[src/pkg/caw_map.svh]
// Register map, field positions, timebase selections and divider counts
`ifndef CAW_MAP_SVH
`define CAW_MAP_SVH
// ****************************************
// Geometry
// ****************************************
`define CAW_NUM_MOD     5
`define CAW_DOG_MOD     4
`define CAW_ADDR_W      8
// ****************************************
// Register byte offsets
// ****************************************
`define CAW_OFF_FLAG    8'h00
`define CAW_OFF_AMODE   8'h04
`define CAW_OFF_CNT_LO  8'h08
`define CAW_OFF_CNT_HI  8'h0C
`define CAW_OFF_MODE0   8'h10
`define CAW_OFF_CMP0    8'h30
`define CAW_MODE_STEP   4
`define CAW_CMP_STEP    8
`define CAW_CMP_HI_OFF  4
// ****************************************
// Field positions
// ****************************************
`define CAW_FLG_OVF     7
`define CAW_FLG_RUN     6
`define CAW_AMR_IDLE    7
`define CAW_AMR_DOGEN   6
`define CAW_AMR_DOGLK   5
`define CAW_AMR_TSEL_HI 3
`define CAW_AMR_TSEL_LO 1
`define CAW_AMR_OVFIE   0
`define CAW_MD_WIDE     7
`define CAW_MD_CMPEN    6
`define CAW_MD_MATCH    3
`define CAW_MD_TOG      2
`define CAW_MD_PWM      1
`define CAW_MD_IRQEN    0
// ****************************************
// Timebase selections and divider counts
// ****************************************
`define CAW_TB_DIV12    3'h0
`define CAW_TB_DIV4     3'h1
`define CAW_TB_T0OVF    3'h2
`define CAW_TB_ECI      3'h3
`define CAW_TB_SYS      3'h4
`define CAW_TB_OSC8     3'h5
`define CAW_DIV12_LAST  4'hB
`define CAW_DIV4_LAST   4'h3
`define CAW_OSC8_LAST   3'h7
`endif

[src/pkg/caw_pkg.sv]
// State types for the counter array
`include "caw_map.svh"
package caw_pkg;
  // Main block state
  typedef struct packed {
    logic [15:0]                   cnt;
    logic [7:0]                    snap;
    logic                          run;
    logic                          ovf_flag;
    logic                          ovf_ie;
    logic                          idle_sus;
    logic                          dog_en;
    logic                          dog_lk;
    logic [2:0]                    tsel;
    logic [`CAW_NUM_MOD-1:0][7:0]  mode;
    logic [`CAW_NUM_MOD-1:0][7:0]  cmp_lo;
    logic [`CAW_NUM_MOD-1:0][7:0]  cmp_hi;
    logic [`CAW_NUM_MOD-1:0]       flags;
    logic [`CAW_NUM_MOD-1:0]       pins;
    logic                          irq;
    logic                          rst_pulse;
    logic [31:0]                   prdata;
    logic                          pready;
    logic                          pslverr;
  } caw_state_s;
  // Timebase state
  typedef struct packed {
    logic [3:0] div;
    logic [2:0] eci_s;
    logic [2:0] osc_s;
    logic [2:0] osc_cnt;
    logic       tick;
  } caw_tb_s;
endpackage

[src/verilog/caw_timebase.sv]
// Counter timebase: prescaler and synchronised external sources
`timescale 1ns/1ns
`include "caw_map.svh"
module caw_timebase
  import caw_pkg::*;
(
  input  wire logic       sys_clk_in,
  input  wire logic       rst_n_in,
  input  wire logic [2:0] tsel_in,
  input  wire logic       timer0_ovf_in,
  input  wire logic       eci_in,
  input  wire logic       ext_osc_in,
  output logic            tick_out
);
  caw_tb_s s_q;
  caw_tb_s s_d;
  logic [3:0] last;
  logic       eci_fall;
  logic       osc_rise;

  // Next state of prescaler and edge detectors
  always_comb begin
    s_d        = s_q;
    s_d.eci_s  = {s_q.eci_s[1:0], eci_in};
    s_d.osc_s  = {s_q.osc_s[1:0], ext_osc_in};
    eci_fall   = s_q.eci_s[2] & ~s_q.eci_s[1];
    osc_rise   = s_q.osc_s[1] & ~s_q.osc_s[2];
    last       = (tsel_in == `CAW_TB_DIV12) ? `CAW_DIV12_LAST : `CAW_DIV4_LAST;
    s_d.div    = (s_q.div >= last) ? 4'h0 : s_q.div + 4'h1;
    if (osc_rise) begin
      s_d.osc_cnt = s_q.osc_cnt + 3'h1;
    end
    case (tsel_in)
      `CAW_TB_DIV12,
      `CAW_TB_DIV4:  s_d.tick = (s_q.div == last);
      `CAW_TB_T0OVF: s_d.tick = timer0_ovf_in;
      `CAW_TB_ECI:   s_d.tick = eci_fall;
      `CAW_TB_SYS:   s_d.tick = 1'b1;
      `CAW_TB_OSC8:  s_d.tick = osc_rise & (s_q.osc_cnt == `CAW_OSC8_LAST);
      default:       s_d.tick = 1'b0;
    endcase
  end

  // State register
  always_ff @(posedge sys_clk_in) begin
    if (!rst_n_in) begin
      s_q <= '0;
    end else begin
      s_q <= s_d;
    end
  end

  assign tick_out = s_q.tick;
endmodule // caw_timebase

[src/verilog/caw_top.sv]
// Counter array compare modules and module 4 watchdog with APB registers
`timescale 1ns/1ns
`include "caw_map.svh"
module caw_top
  import caw_pkg::*;
(
  input  wire logic                     sys_clk_in,
  input  wire logic                     rst_n_in,
  input  wire logic                     psel_in,
  input  wire logic                     penable_in,
  input  wire logic                     pwrite_in,
  input  wire logic [`CAW_ADDR_W-1:0]   paddr_in,
  input  wire logic [31:0]              pwdata_in,
  output logic      [31:0]              prdata_out,
  output logic                          pready_out,
  output logic                          pslverr_out,
  input  wire logic                     cpu_idle_in,
  input  wire logic                     timer0_ovf_in,
  input  wire logic                     eci_in,
  input  wire logic                     ext_osc_in,
  output logic      [`CAW_NUM_MOD-1:0]  module_output_pin_out,
  output logic                          irq_out,
  output logic                          sys_reset_out
);
  caw_state_s s_q;
  caw_state_s s_d;
  logic       tick;
  logic       dog_on;
  logic       cnt_step;
  logic [15:0] cnt_nx;
  logic       lo_ovf;
  logic       hi_ovf;
  logic       acc_first;
  logic       wr_do;
  logic       rd_do;
  logic       hit;
  logic [7:0] rd_val;
  logic [7:0] wb;
  logic [7:0] md;
  logic [7:0] eff;
  logic       active;
  logic       is_dog;
  logic       freq_m;
  logic       pwm8_m;
  logic       pwm16_m;
  logic       m16;
  logic       m8;

  // ****************************************
  // Counter timebase
  // ****************************************
  caw_timebase u_tb (
    .sys_clk_in    (sys_clk_in),
    .rst_n_in      (rst_n_in),
    .tsel_in       (s_q.tsel),
    .timer0_ovf_in (timer0_ovf_in),
    .eci_in        (eci_in),
    .ext_osc_in    (ext_osc_in),
    .tick_out      (tick)
  );

  // ****************************************
  // Next state logic
  // ****************************************
  always_comb begin
    s_d           = s_q;
    s_d.rst_pulse = 1'b0;
    wb            = pwdata_in[7:0];
    rd_val        = 8'h00;
    hit           = 1'b0;
    eff           = 8'h00;
    md            = 8'h00;
    active        = 1'b0;
    is_dog        = 1'b0;
    freq_m        = 1'b0;
    pwm8_m        = 1'b0;
    pwm16_m       = 1'b0;
    m16           = 1'b0;
    m8            = 1'b0;
    dog_on        = s_q.dog_en | s_q.dog_lk;
    cnt_step      = tick & (s_q.run | dog_on) & ~(s_q.idle_sus & cpu_idle_in);
    cnt_nx        = s_q.cnt + 16'h0001;
    lo_ovf        = cnt_step & (s_q.cnt[7:0] == 8'hFF);
    hi_ovf        = cnt_step & (s_q.cnt == 16'hFFFF);
    acc_first     = psel_in & penable_in & ~s_q.pready;
    wr_do         = psel_in & penable_in & s_q.pready & pwrite_in;
    rd_do         = psel_in & penable_in & s_q.pready & ~pwrite_in;

    // Read decode for fixed registers
    case (paddr_in)
      `CAW_OFF_FLAG: begin
        hit    = 1'b1;
        rd_val = {s_q.ovf_flag, s_q.run, 1'b0, s_q.flags};
      end
      `CAW_OFF_AMODE: begin
        hit    = 1'b1;
        rd_val = {s_q.idle_sus, s_q.dog_en, s_q.dog_lk, 1'b0, s_q.tsel, s_q.ovf_ie};
      end
      `CAW_OFF_CNT_LO: begin
        hit    = 1'b1;
        rd_val = s_q.cnt[7:0];
      end
      `CAW_OFF_CNT_HI: begin
        hit    = 1'b1;
        rd_val = s_q.snap;
      end
      default: begin
        hit    = 1'b0;
      end
    endcase
    // Read decode for per-module registers
    for (int i = 0; i < `CAW_NUM_MOD; i++) begin
      if (paddr_in == 8'(`CAW_OFF_MODE0 + `CAW_MODE_STEP * i)) begin
        hit    = 1'b1;
        rd_val = s_q.mode[i];
      end
      if (paddr_in == 8'(`CAW_OFF_CMP0 + `CAW_CMP_STEP * i)) begin
        hit    = 1'b1;
        rd_val = s_q.cmp_lo[i];
      end
      if (paddr_in == 8'(`CAW_OFF_CMP0 + `CAW_CMP_STEP * i + `CAW_CMP_HI_OFF)) begin
        hit    = 1'b1;
        rd_val = s_q.cmp_hi[i];
      end
    end

    // APB answer: ready one cycle into the access phase
    s_d.pready  = acc_first;
    s_d.pslverr = acc_first & ~hit;
    s_d.prdata  = (acc_first & ~pwrite_in & hit) ? {24'h000000, rd_val} : 32'h00000000;

    // Low byte read latches the high byte, one cycle after the low byte was sampled
    if (rd_do && paddr_in == `CAW_OFF_CNT_LO) begin
      s_d.snap = s_q.cnt[15:8];
    end

    // Counter advance
    if (cnt_step) begin
      s_d.cnt = cnt_nx;
    end

    // ****************************************
    // Register writes
    // ****************************************
    if (wr_do) begin
      case (paddr_in)
        `CAW_OFF_FLAG: begin
          s_d.flags    = s_q.flags & wb[`CAW_NUM_MOD-1:0];
          s_d.ovf_flag = s_q.ovf_flag & wb[`CAW_FLG_OVF];
          s_d.run      = wb[`CAW_FLG_RUN];
          if (dog_on && wb[`CAW_DOG_MOD]) begin
            s_d.rst_pulse = 1'b1;
          end
        end
        `CAW_OFF_AMODE: begin
          s_d.dog_lk = s_q.dog_lk | wb[`CAW_AMR_DOGLK];
          if (!s_q.dog_lk) begin
            s_d.dog_en = wb[`CAW_AMR_DOGEN];
          end
          if (!dog_on) begin
            s_d.idle_sus = wb[`CAW_AMR_IDLE];
            s_d.tsel     = wb[`CAW_AMR_TSEL_HI:`CAW_AMR_TSEL_LO];
            s_d.ovf_ie   = wb[`CAW_AMR_OVFIE];
          end
        end
        `CAW_OFF_CNT_LO: begin
          if (!dog_on) begin
            s_d.cnt[7:0] = wb;
          end
        end
        `CAW_OFF_CNT_HI: begin
          if (!dog_on) begin
            s_d.cnt[15:8] = wb;
          end
        end
        default: begin
          s_d.run = s_q.run;
        end
      endcase
      for (int i = 0; i < `CAW_NUM_MOD; i++) begin
        is_dog = dog_on && (i == `CAW_DOG_MOD);
        if (paddr_in == 8'(`CAW_OFF_MODE0 + `CAW_MODE_STEP * i) && !is_dog) begin
          s_d.mode[i] = wb;
        end
        if (paddr_in == 8'(`CAW_OFF_CMP0 + `CAW_CMP_STEP * i)) begin
          s_d.cmp_lo[i]            = wb;
          s_d.mode[i][`CAW_MD_CMPEN] = 1'b0;
        end
        if (paddr_in == 8'(`CAW_OFF_CMP0 + `CAW_CMP_STEP * i + `CAW_CMP_HI_OFF)) begin
          s_d.mode[i][`CAW_MD_CMPEN] = 1'b1;
          if (is_dog) begin
            s_d.cmp_hi[i] = s_q.cnt[15:8] + s_q.cmp_lo[i];
          end else begin
            s_d.cmp_hi[i] = wb;
          end
        end
      end
    end

    // ****************************************
    // Compare modules
    // ****************************************
    for (int i = 0; i < `CAW_NUM_MOD; i++) begin
      is_dog  = dog_on && (i == `CAW_DOG_MOD);
      md      = s_q.mode[i];
      active  = md[`CAW_MD_CMPEN] & ~is_dog;
      freq_m  = md[`CAW_MD_PWM] & md[`CAW_MD_TOG];
      pwm8_m  = md[`CAW_MD_PWM] & ~md[`CAW_MD_TOG] & ~md[`CAW_MD_WIDE];
      pwm16_m = md[`CAW_MD_PWM] & ~md[`CAW_MD_TOG] & md[`CAW_MD_WIDE];
      m16     = cnt_step & (cnt_nx == {s_q.cmp_hi[i], s_q.cmp_lo[i]});
      m8      = cnt_step & (cnt_nx[7:0] == s_q.cmp_lo[i]);
      if (active) begin
        if (freq_m) begin
          if (m8) begin
            s_d.pins[i]   = ~s_q.pins[i];
            // zero step wraps a full 256
            s_d.cmp_lo[i] = s_q.cmp_lo[i] + s_q.cmp_hi[i];
            if (md[`CAW_MD_MATCH]) begin
              s_d.flags[i] = 1'b1;
            end
          end
        end else if (pwm8_m) begin
          eff = lo_ovf ? s_q.cmp_hi[i] : s_q.cmp_lo[i];
          if (lo_ovf) begin
            s_d.cmp_lo[i] = s_q.cmp_hi[i];
            s_d.pins[i]   = 1'b0;
          end
          // set beats clear, zero gives full duty
          if (cnt_step && cnt_nx[7:0] == eff) begin
            s_d.pins[i] = 1'b1;
            if (md[`CAW_MD_MATCH]) begin
              s_d.flags[i] = 1'b1;
            end
          end
        end else if (pwm16_m) begin
          // clear on overflow, set on match
          if (hi_ovf) begin
            s_d.pins[i] = 1'b0;
          end
          if (m16) begin
            s_d.pins[i] = 1'b1;
            if (md[`CAW_MD_MATCH]) begin
              s_d.flags[i] = 1'b1;
            end
          end
        end else if (md[`CAW_MD_MATCH] && m16) begin
          s_d.flags[i] = 1'b1;
          if (md[`CAW_MD_TOG]) begin
            s_d.pins[i] = ~s_q.pins[i];
          end
        end
      end else if (md[`CAW_MD_PWM] && !is_dog) begin
        s_d.pins[i] = 1'b0;
      end
    end

    // Overflow flag, set wins over clear
    if (hi_ovf) begin
      s_d.ovf_flag = 1'b1;
    end

    if (dog_on && lo_ovf && s_q.cmp_hi[`CAW_DOG_MOD] == s_q.cnt[15:8]) begin
      s_d.rst_pulse = 1'b1;
    end

    s_d.irq = 1'b0;
    for (int i = 0; i < `CAW_NUM_MOD; i++) begin
      if (s_d.flags[i] && s_d.mode[i][`CAW_MD_IRQEN]) begin
        s_d.irq = 1'b1;
      end
    end
    if (s_d.ovf_flag && s_d.ovf_ie) begin
      s_d.irq = 1'b1;
    end
  end

  // ****************************************
  // State register
  // ****************************************
  always_ff @(posedge sys_clk_in) begin
    if (!rst_n_in) begin
      s_q        <= '0;
      s_q.dog_en <= 1'b1;
      s_q.tsel   <= `CAW_TB_DIV12;
    end else begin
      s_q <= s_d;
    end
  end

  // Outputs straight from the state register
  assign prdata_out            = s_q.prdata;
  assign pready_out            = s_q.pready;
  assign pslverr_out           = s_q.pslverr;
  assign module_output_pin_out = s_q.pins;
  assign irq_out               = s_q.irq;
  assign sys_reset_out         = s_q.rst_pulse;
endmodule // caw_top
[config.mk]
export PLATFORM = sky130hd
export DESIGN_NAME = caw_top
export DESIGN_NICKNAME = d
export VERILOG_FILES = /design/src/pkg/caw_pkg.sv /design/src/verilog/caw_timebase.sv /design/src/verilog/caw_top.sv
export VERILOG_INCLUDE_DIRS = /design/src /design/src/pkg
export SDC_FILE = /design/constraint.sdc
export NUM_CORES = 1
export LEC_CHECK = 0
export BUFFER_PORTS_ARGS = -buffer_cell sky130_fd_sc_hd__buf_2
export CAP_MARGIN = 20
export CELL_PAD_IN_SITES_DETAIL_PLACEMENT = 0
export CELL_PAD_IN_SITES_GLOBAL_PLACEMENT = 2
export CORE_ASPECT_RATIO = 2
export CORE_MARGIN = 1.5
export CORE_UTILIZATION = 40
export CTS_CLUSTER_SIZE = 40
export DETAILED_ROUTE_END_ITERATION = 10
export PLACE_DENSITY = 0.9
export SETUP_SLACK_MARGIN = 0.4
export SLEW_MARGIN = 40
export SYNTH_ARGS = -nofsm -noshare
export SYNTH_HDL_FRONTEND = slang
export SYNTH_SLANG_ARGS = --single-unit
[constraint.sdc]
create_clock -name sys_clk_in -period 7.2 [get_ports sys_clk_in]
set_input_delay 1.08 -clock sys_clk_in [delete_from_list [all_inputs] [get_ports sys_clk_in]]
set_output_delay 1.08 -clock sys_clk_in [all_outputs]
set_load 0.02 [all_outputs]
==> summary.txt, run 1 <==
number of synthesized flops with an enable pin - 0
worst-skew pair later-pin latency - 480 ps
multi-input logic area - 0.0106 mm^2
chip width - 142 um
total gr overflow - 0
Fmax - 0.224 GHz
r2r startpoint - s_q[184]
R2R setup slack - 2730 ps
hold path start - u_tb.s_d[8]
final core occ - 43.1%
worst setup path category - register to register
#FFs+latches synth - 189
first-pass GRT wire length - 99,400 um
Total Routing Usage GR - 34.4%
Antenna diodes - 0
YS warnings - 0
Max Root-Sink Buffers - 2
Final min period - 4470 ps
Chip Height - 281 um
vias in the first global route - 15,200
part of the cycle the worst path needs - 62.0%
crit path max fanout - 13
TNS Setup - 0 ps
P&R area growth vs syn - 6.19%
CTS tree - done
Final #Nets - 2,059
WP data required - 7610 ps
FF+latch area - 0.00379 mm^2
CP arrival - 4870 ps
Slew @ Worst Pin - 864 ps
Synth cell types - 100
Design Area, Final - 0.0164 mm^2
Root Driver - clkbuf_16
final setup violation count - 0
sequential cell area fraction in the yosys report - 24.5%
cts hold-fix bufs - 0
async set-reset flop share out of synthesis - 0%
Post-Synthesis Cells - 2,025
post-synthesis area per instance - 7.63 um^2
Final ANT Viol Nets - 0
# resized after CTS - 0
CP max stage delay - 670 ps
count of input and output buffers - 41
Post-CTS Setup Inserts - 0
clock skew - 11.8 ps
CP Cell Sequence - ha_1, nand3_1, xnor2_2, xnor2_1, nand4bb_1, nor4_2, nand4_1, a211oi_1, and2_1, o41a_1
H-tree Lvls - 4
DR pass1 iterations - 5
Routed WL - 68,200 um
Reg2Reg Depth - 10
Vias/cell - 6.28
Max Cap Viol - 0
CTS buffer count - 17
Max-slew headroom - 42.4%
Initial Util - 40.6%
Hold Path End - u_tb.s_d[9]
largest net degree at the start of global routing - 63
filler cell count in the final layout - 3,873
TritonCTS Sinks - 189
final hold violations - 0
CP max-delay cell - xnor2_2
power density over the cells - 134 mW/mm^2
Initial DRC Count - 1,262
synthesized area - 0.0154 mm^2
Vias - 15,600
GP Congestion - 1.02
max-slew violations - 0
row cnt - 101
Core Box Area - 0.0380 mm^2
outcome - completed
Leak - 5.97 nW
fraction of layout cells with a size suffix above 1 - 9.59%
Worst path top cell family by delay - simple AND/OR/NAND/NOR gates
worst path bufs/invs - 0
Post-DP HPWL - 50,800 um
routed len/inst - 27.4 um
worst min-delay path class - register to register
Cell Area, Placed - 0.0158 mm^2
critical path capture point type - register
I/O Pins - 90
die area - 0.0399 mm^2
DRC errors left - 0
hold depth - 1
Most used DFF post-synth - dfxtp_1
maximum vdd ir drop - 0.165 mV
reg-to-reg endpoint - irq_out
CTS clk-pin slew, worst paths - 90 ps
crit start category - register
RSZ-0062 raised after global routing - no
initial antenna violation count - 0
## worst reg2reg max path, stage by stage, from the launching register on
cell,delay [ps]
dfxtp_1,580
ha_1,600
nand3_1,270
xnor2_2,670
xnor2_1,190
nand4bb_1,160
nor4_2,530
nand4_1,460
a211oi_1,570
and2_1,200
o41a_1,170
## kinds of logic (layout without fill, tap and decap cells)
family	count (synthesis)	in the layout	synth area share [%]
and+or+nand+nor	723	723	23.3
AOI/OAI and AO/OA	562	562	23.4
buffers and inverters	246	168	7.62
DFF	189	189	24.5
xor gates and xnor gates	181	181	12.0
muxes	70	70	4.62
adders and majority gates	53	53	4.59
other	1	24	0.0243
## cells in the mapped netlist (10+ instances only)
master | count | area share [%]
xnor2_1 | 120 | 6.8
a211oi_1 | 29 | 1.4
ha_1 | 47 | 3.8
mux2_2 | 10 | 0.73
mux2i_1 | 60 | 3.9
a21oi_1 | 196 | 6.4
a221oi_1 | 19 | 1.1
o21bai_1 | 15 | 0.73
nand2_1 | 216 | 5.2
a21o_1 | 13 | 0.63
nand3_1 | 93 | 3.0
dfxtp_1 | 189 | 24
o221ai_1 | 15 | 0.85
nor3_1 | 46 | 1.5
o21ai_0 | 99 | 3.2
xor2_1 | 40 | 2.3
buf_2 | 20 | 0.65
and3_1 | 15 | 0.61
o211ai_1 | 16 | 0.78
buf_1 | 16 | 0.39
nor2b_1 | 14 | 0.57
o22ai_1 | 23 | 0.93
nand4_1 | 21 | 0.85
a22oi_1 | 20 | 0.97
nor2_1 | 200 | 4.9
and2_1 | 20 | 0.81
o221a_2 | 10 | 0.73
xnor3_1 | 15 | 2.2
buf_4 | 42 | 2.0
a31oi_1 | 18 | 0.73
nand2b_1 | 14 | 0.57
inv_1 | 56 | 1.4
o21a_1 | 21 | 1.0
clkbuf_1 | 102 | 2.5
## where the power goes
group,internal [mW],leakage [nW],total [mW],switching (mW)
clock network,0.481,0.301,1.03,0.545
logic,0.0231,4.14,0.127,0.104
registers,1.05,1.52,1.05,0.00226
## state kept, by name, indices dropped and copies added, names as in the netlist, 4 cells and up
register	count
md	8
s_q	150
prdata_out	8
u_tb.s_d	4
module_output_pin_out	5
u_tb.s_q	9
## per-layer routing
metal,up-vias,wire length (um),GRT usage (%)
met1,7485,22800,33.8
met5,-,0,0
met2,743,33400,59.6
met4,0,8100,34.7
li1,7064,-,-
met3,307,3890,5.45
## final cells by class
type,count,share of cell area (%)
inverter,56,1.30
timing repair buffer,80,3.04
clock inverter,15,1.18
sequential,189,23.1
clock buffer,17,2.59
multi-input combinational,1613,64.9
tap,515,3.93
## per-stage QoR
step	worst slack, ps	cells	power (mW)	hold slack, ps
2_1_floorplan	3740	2048	1.15	412
3_3_place_gp	2180	2452	1.20	414
3_5_place_dp	2490	2453	1.20	422
4_1_cts	2720	2485	2.21	445
5_1_grt	2600	2485	2.26	460
6_report	2730	2485	2.20	441
## layout by cell type, fill, tap and decap left out, types with 23 or more instances in the layout
master,Yosys,routed
nor3_1,46,42
o22ai_1,23,23
mux2i_1,60,60
buf_2,20,41
a21oi_1,196,196
conb_1,1,24
ha_1,47,47
nor2_1,200,197
nand3_1,93,93
nand2_1,216,216
a211oi_1,29,29
xnor2_1,120,118
o21ai_0,99,99
xor2_1,40,40
dfxtp_1,189,187
buf_4,42,39
inv_1,56,55
## how the worst max path moves through the flow
stage	from	end	slack [ps]	cells after the start
after floorplan	paddr_in[7]	irq_out	3740	10
after global placement	cpu_idle_in	irq_out	2180	12
after detailed placement	cpu_idle_in	irq_out	2490	12
after CTS	s_q[188]	irq_out	2720	11
after global routing	s_q[184]	irq_out	2600	10
final	s_q[184]	irq_out	2730	10
(Power assumes the default switching activity.)
==> inputs of run 2 (changes only) <==
--- a/config.mk
+++ b/config.mk
@@ -6,16 +6,17 @@
 export SDC_FILE = /design/constraint.sdc
 export NUM_CORES = 1
 export LEC_CHECK = 0
+export ABC_AREA = 1
 export BUFFER_PORTS_ARGS = -buffer_cell sky130_fd_sc_hd__buf_2
 export CAP_MARGIN = 20
 export CELL_PAD_IN_SITES_DETAIL_PLACEMENT = 0
 export CELL_PAD_IN_SITES_GLOBAL_PLACEMENT = 2
 export CORE_ASPECT_RATIO = 2
 export CORE_MARGIN = 1.5
-export CORE_UTILIZATION = 40
+export CORE_UTILIZATION = 34
 export CTS_CLUSTER_SIZE = 40
 export DETAILED_ROUTE_END_ITERATION = 10
-export PLACE_DENSITY = 0.9
+export PLACE_DENSITY = 0.85
 export SETUP_SLACK_MARGIN = 0.4
 export SLEW_MARGIN = 40
 export SYNTH_ARGS = -nofsm -noshare
==> constraint.sdc (replaced) <==
create_clock -name sys_clk_in -period 4.2 [get_ports sys_clk_in]
set_input_delay 0.63 -clock sys_clk_in [delete_from_list [all_inputs] [get_ports sys_clk_in]]
set_output_delay 0.63 -clock sys_clk_in [all_outputs]
set_load 0.02 [all_outputs]
==> summary.txt, run 2 <==
max-slew violations - 0 (unchanged)
#FFs+latches synth - 189 (unchanged)
worst-skew pair later-pin latency - 480 ps (about the same)
hold depth - 3 (was 1)
DRC errors left - 0 (unchanged)
r2r startpoint - s_q[183] (was s_q[184])
commonest non-fill, non-tap cells in the layout - nand2_1 (611), inv_1 (313), nor2_1 (249) (was nand2_1 (216), nor2_1 (197), a21oi_1 (196))
number of synthesized flops with an enable pin - 0 (unchanged)
Final min period - 3500 ps (was 4470 ps)
# resized after CTS - 0 (unchanged)
CTS buffer count - 17 (unchanged)
P&R area growth vs syn - 9.88% (was 6.19%)
critical path capture point type - register (unchanged)
Fmax - 0.285 GHz (was 0.224 GHz)
worst setup path category - register to register (unchanged)
Post-CTS Setup Inserts - 0 (unchanged)
Hold WS - 333 ps (was 441 ps)
async set-reset flop share out of synthesis - 0% (unchanged)
commonest cells in the netlist - nand2_1 (611), inv_1 (313), nor2_1 (249), a21oi_1 (218), o21ai_0 (197) (was nand2_1 (216), nor2_1 (200), a21oi_1 (196), dfxtp_1 (189), xnor2_1 (120))
Root Driver - clkbuf_16 (unchanged)
Most used DFF post-synth - dfxtp_1 (unchanged)
top cells by area, synth - dfxtp_1 (26%), nand2_1 (16%), inv_1 (8.0%) (was dfxtp_1 (24%), xnor2_1 (6.8%), a21oi_1 (6.4%))
vias in the first global route - 16,200 (was 15,200)
YS warnings - 0 (unchanged)
chip width - 150 um (was 142 um)
WP data required - 4610 ps (was 7610 ps)
CP max-delay cell - dfxtp_2 (was xnor2_2)
H-tree Lvls - 4 (unchanged)
Final ANT Viol Nets - 0 (unchanged)
worst min-delay path class - primary input to register (was register to register)
Final #Nets - 2,539 (was 2,059)
Post-DP HPWL - 55,900 um (was 50,800 um)
TritonCTS Sinks - 189 (unchanged)
clock skew - 14.6 ps (was 11.8 ps)
fraction of layout cells with a size suffix above 1 - 7.55% (was 9.59%)
Yosys top cell area share - 25.7% (was 24.5%)
CTS clk-pin slew, worst paths - 80 ps (was 90 ps)
RSZ-0062 raised after global routing - no (unchanged)
Synth cell types - 58 (was 100)
die area - 0.0446 mm^2 (was 0.0399 mm^2)
Slew @ Worst Pin - 945 ps (was 864 ps)
Initial Util - 34.5% (was 40.6%)
crit path max fanout - 46 (was 13)
GP Congestion - 0.985 (was 1.02)
part of the cycle the worst path needs - 83.4% (was 62.0%)
Max-slew headroom - 36.9% (was 42.4%)
Post-Synthesis Cells - 2,406 (was 2,025)
post-synthesis area per instance - 6.12 um^2 (was 7.63 um^2)
power density over the cells - 234 mW/mm^2 (was 134 mW/mm^2)
top flop regs - s_q x150, u_tb.s_q x9 (unchanged)
Reg2Reg Depth - 20 (was 10)
Inst Count DP - 2,963 (was 2,453)
final hold violations - 0 (unchanged)
first-pass GRT wire length - 105,000 um (was 99,400 um)
Reg with most FFs - s_q (unchanged)
largest net degree at the start of global routing - 70 (was 63)
CP max stage delay - 490 ps (was 670 ps)
Vias - 16,900 (was 15,600)
commonest non-fill, non-tap cell in the layout - nand2_1 (unchanged)
Total Routing Usage GR - 33.0% (was 34.4%)
maximum vdd ir drop - 0.249 mV (was 0.165 mV)
most common cell in the netlist - nand2_1 (unchanged)
I/O Pins - 90 (unchanged)
Initial DRC Count - 1,230 (was 1,262)
final setup violation count - 0 (unchanged)
cts hold-fix bufs - 0 (unchanged)
TNS Setup - 0 ps (unchanged)
largest area contributor in the netlist - dfxtp_1 (unchanged)
most used cell along the critical path - nand3_1
routed len/inst - 24.4 um (was 27.4 um)
R2R setup slack - 700 ps (was 2730 ps)
count of input and output buffers - 41 (unchanged)
max FFs per register - 150 (unchanged)
Max Root-Sink Buffers - 2 (unchanged)
Routed WL - 73,100 um (was 68,200 um)
CP Cell Sequence - ha_2, nand2_2, nor2_4, nand2_2, nor2_4, buf_12, nand2_1, nand3_1, nand2_1, nor2_1, nand3_1, o21bai_2, nand2_1, nor2_1, nand2_1, nand3_1, nand3_1, nand3_1, nor2_1, nor2_1 (was ha_1, nand3_1, xnor2_2, xnor2_1, nand4bb_1, nor4_2, nand4_1, a211oi_1, and2_1, o41a_1)
row cnt - 107 (was 101)
synthesized area - 0.0147 mm^2 (was 0.0154 mm^2)
crit start category - register (unchanged)
hold path start - ext_osc_in (was u_tb.s_d[8])
CP arrival - 3910 ps (was 4870 ps)
sequential cell area fraction in the yosys report - 25.7% (was 24.5%)
Vias/cell - 5.63 (was 6.28)
Leak - 6.98 nW (was 5.97 nW)
outcome - completed (unchanged)
Max Cap Viol - 0 (unchanged)
Pwr Total - 3.79 mW (was 2.20 mW)
reg-to-reg endpoint - irq_out (unchanged)
DR pass1 iterations - 6 (was 5)
CTS tree - done (unchanged)
initial antenna violation count - 0 (unchanged)
Chip Height - 297 um (was 281 um)
non-filler cells, final - 2,996 (was 2,485)
Core Box Area - 0.0427 mm^2 (was 0.0380 mm^2)
total gr overflow - 0 (unchanged)
Hold Path End - u_tb.s_d[5] (was u_tb.s_d[9])
==> run 2: cell count changes in the layout (fill, tap and decap cells not counted), moves of 52 or more <==
cell	previous run	this run
mux2i_1	60	0
inv_1	55	313
nor2_1	197	249
o21ai_0	99	197
nand2_1	216	611
xnor2_1	118	14
==> run 2: power breakdown <==
group | switching (mW) | leakage [nW] | total (mW) | internal, mW
registers | 0.00358 | 1.52 | 1.80 | 1.80
clock network | 0.888 | 0.296 | 1.81 | 0.921
logic | 0.156 | 5.16 | 0.184 | 0.0281
total | 1.05 | 6.98 | 3.79 | 2.75
==> run 2: cell type report <==
| class | count | area, um^2 |
|---|---|---|
| multi-input combinational | 1804 | 9190 |
| antenna | 1 | 2.50 |
| clock buffer | 18 | 439 |
| tap | 545 | 682 |
| sequential | 189 | 3780 |
| clock inverter | 14 | 173 |
| fill | 4774 | 26500 |
| inverter | 321 | 1200 |
| timing repair buffer | 104 | 697 |
==> run 2: worst max path at each step <==
stage / from / to / slack [ps]
3_5_place_dp: s_q[183] / irq_out / 640
4_1_cts: s_q[183] / irq_out / 620
2_1_floorplan: s_q[183] / s_q[89] / 1750
6_report: s_q[183] / irq_out / 700
5_1_grt: s_q[183] / irq_out / 490
3_3_place_gp: paddr_in[2] / prdata_out[2] / 640
==> run 2: routing by layer <==
metal | part of all wire [%] | vias to the layer above | track usage (%)
li1 | - | 7946 | -
met3 | 5.9 | 325 | 6.09
met4 | 11 | 0 | 31.4
met5 | 0 | - | 0
met1 | 35 | 7825 | 33.7
met2 | 48 | 762 | 55.2
==> run 2: kinds of logic (layout without fill, tap and decap cells) <==
kind of cell | count (synthesis) | count (layout) | synth area share, %
compound gates | 560 | 560 | 21.8
xor+xnor | 60 | 60 | 3.62
other cells | 1 | 25 | 0.0255
flops | 189 | 189 | 25.7
fa+ha+maj | 53 | 53 | 4.81
buf+inv | 436 | 457 | 12.5
simple gates | 1107 | 1107 | 31.5
==> run 2: per-stage QoR <==
stage / worst slack (ps) / instance area [um^2] / utilization, %
after global routing: 486 / 16200 / 37.9
after floorplan: 1750 / 14800 / -
after CTS: 616 / 16200 / 37.9
after detailed placement: 638 / 15600 / 36.4
after global placement: 638 / 15600 / 36.4
final: 697 / 16200 / 37.9
==> run 2: critical path: cells and delay by family, from the launching register on <==
family                   cells  cell delay, ps
AND/OR/NAND/NOR             17            2120
buffers and inverters        1             230
adder cells (fa/ha/maj)      1             320
AO/OA/AOI/OAI                1             220
flip-flops                   1             490
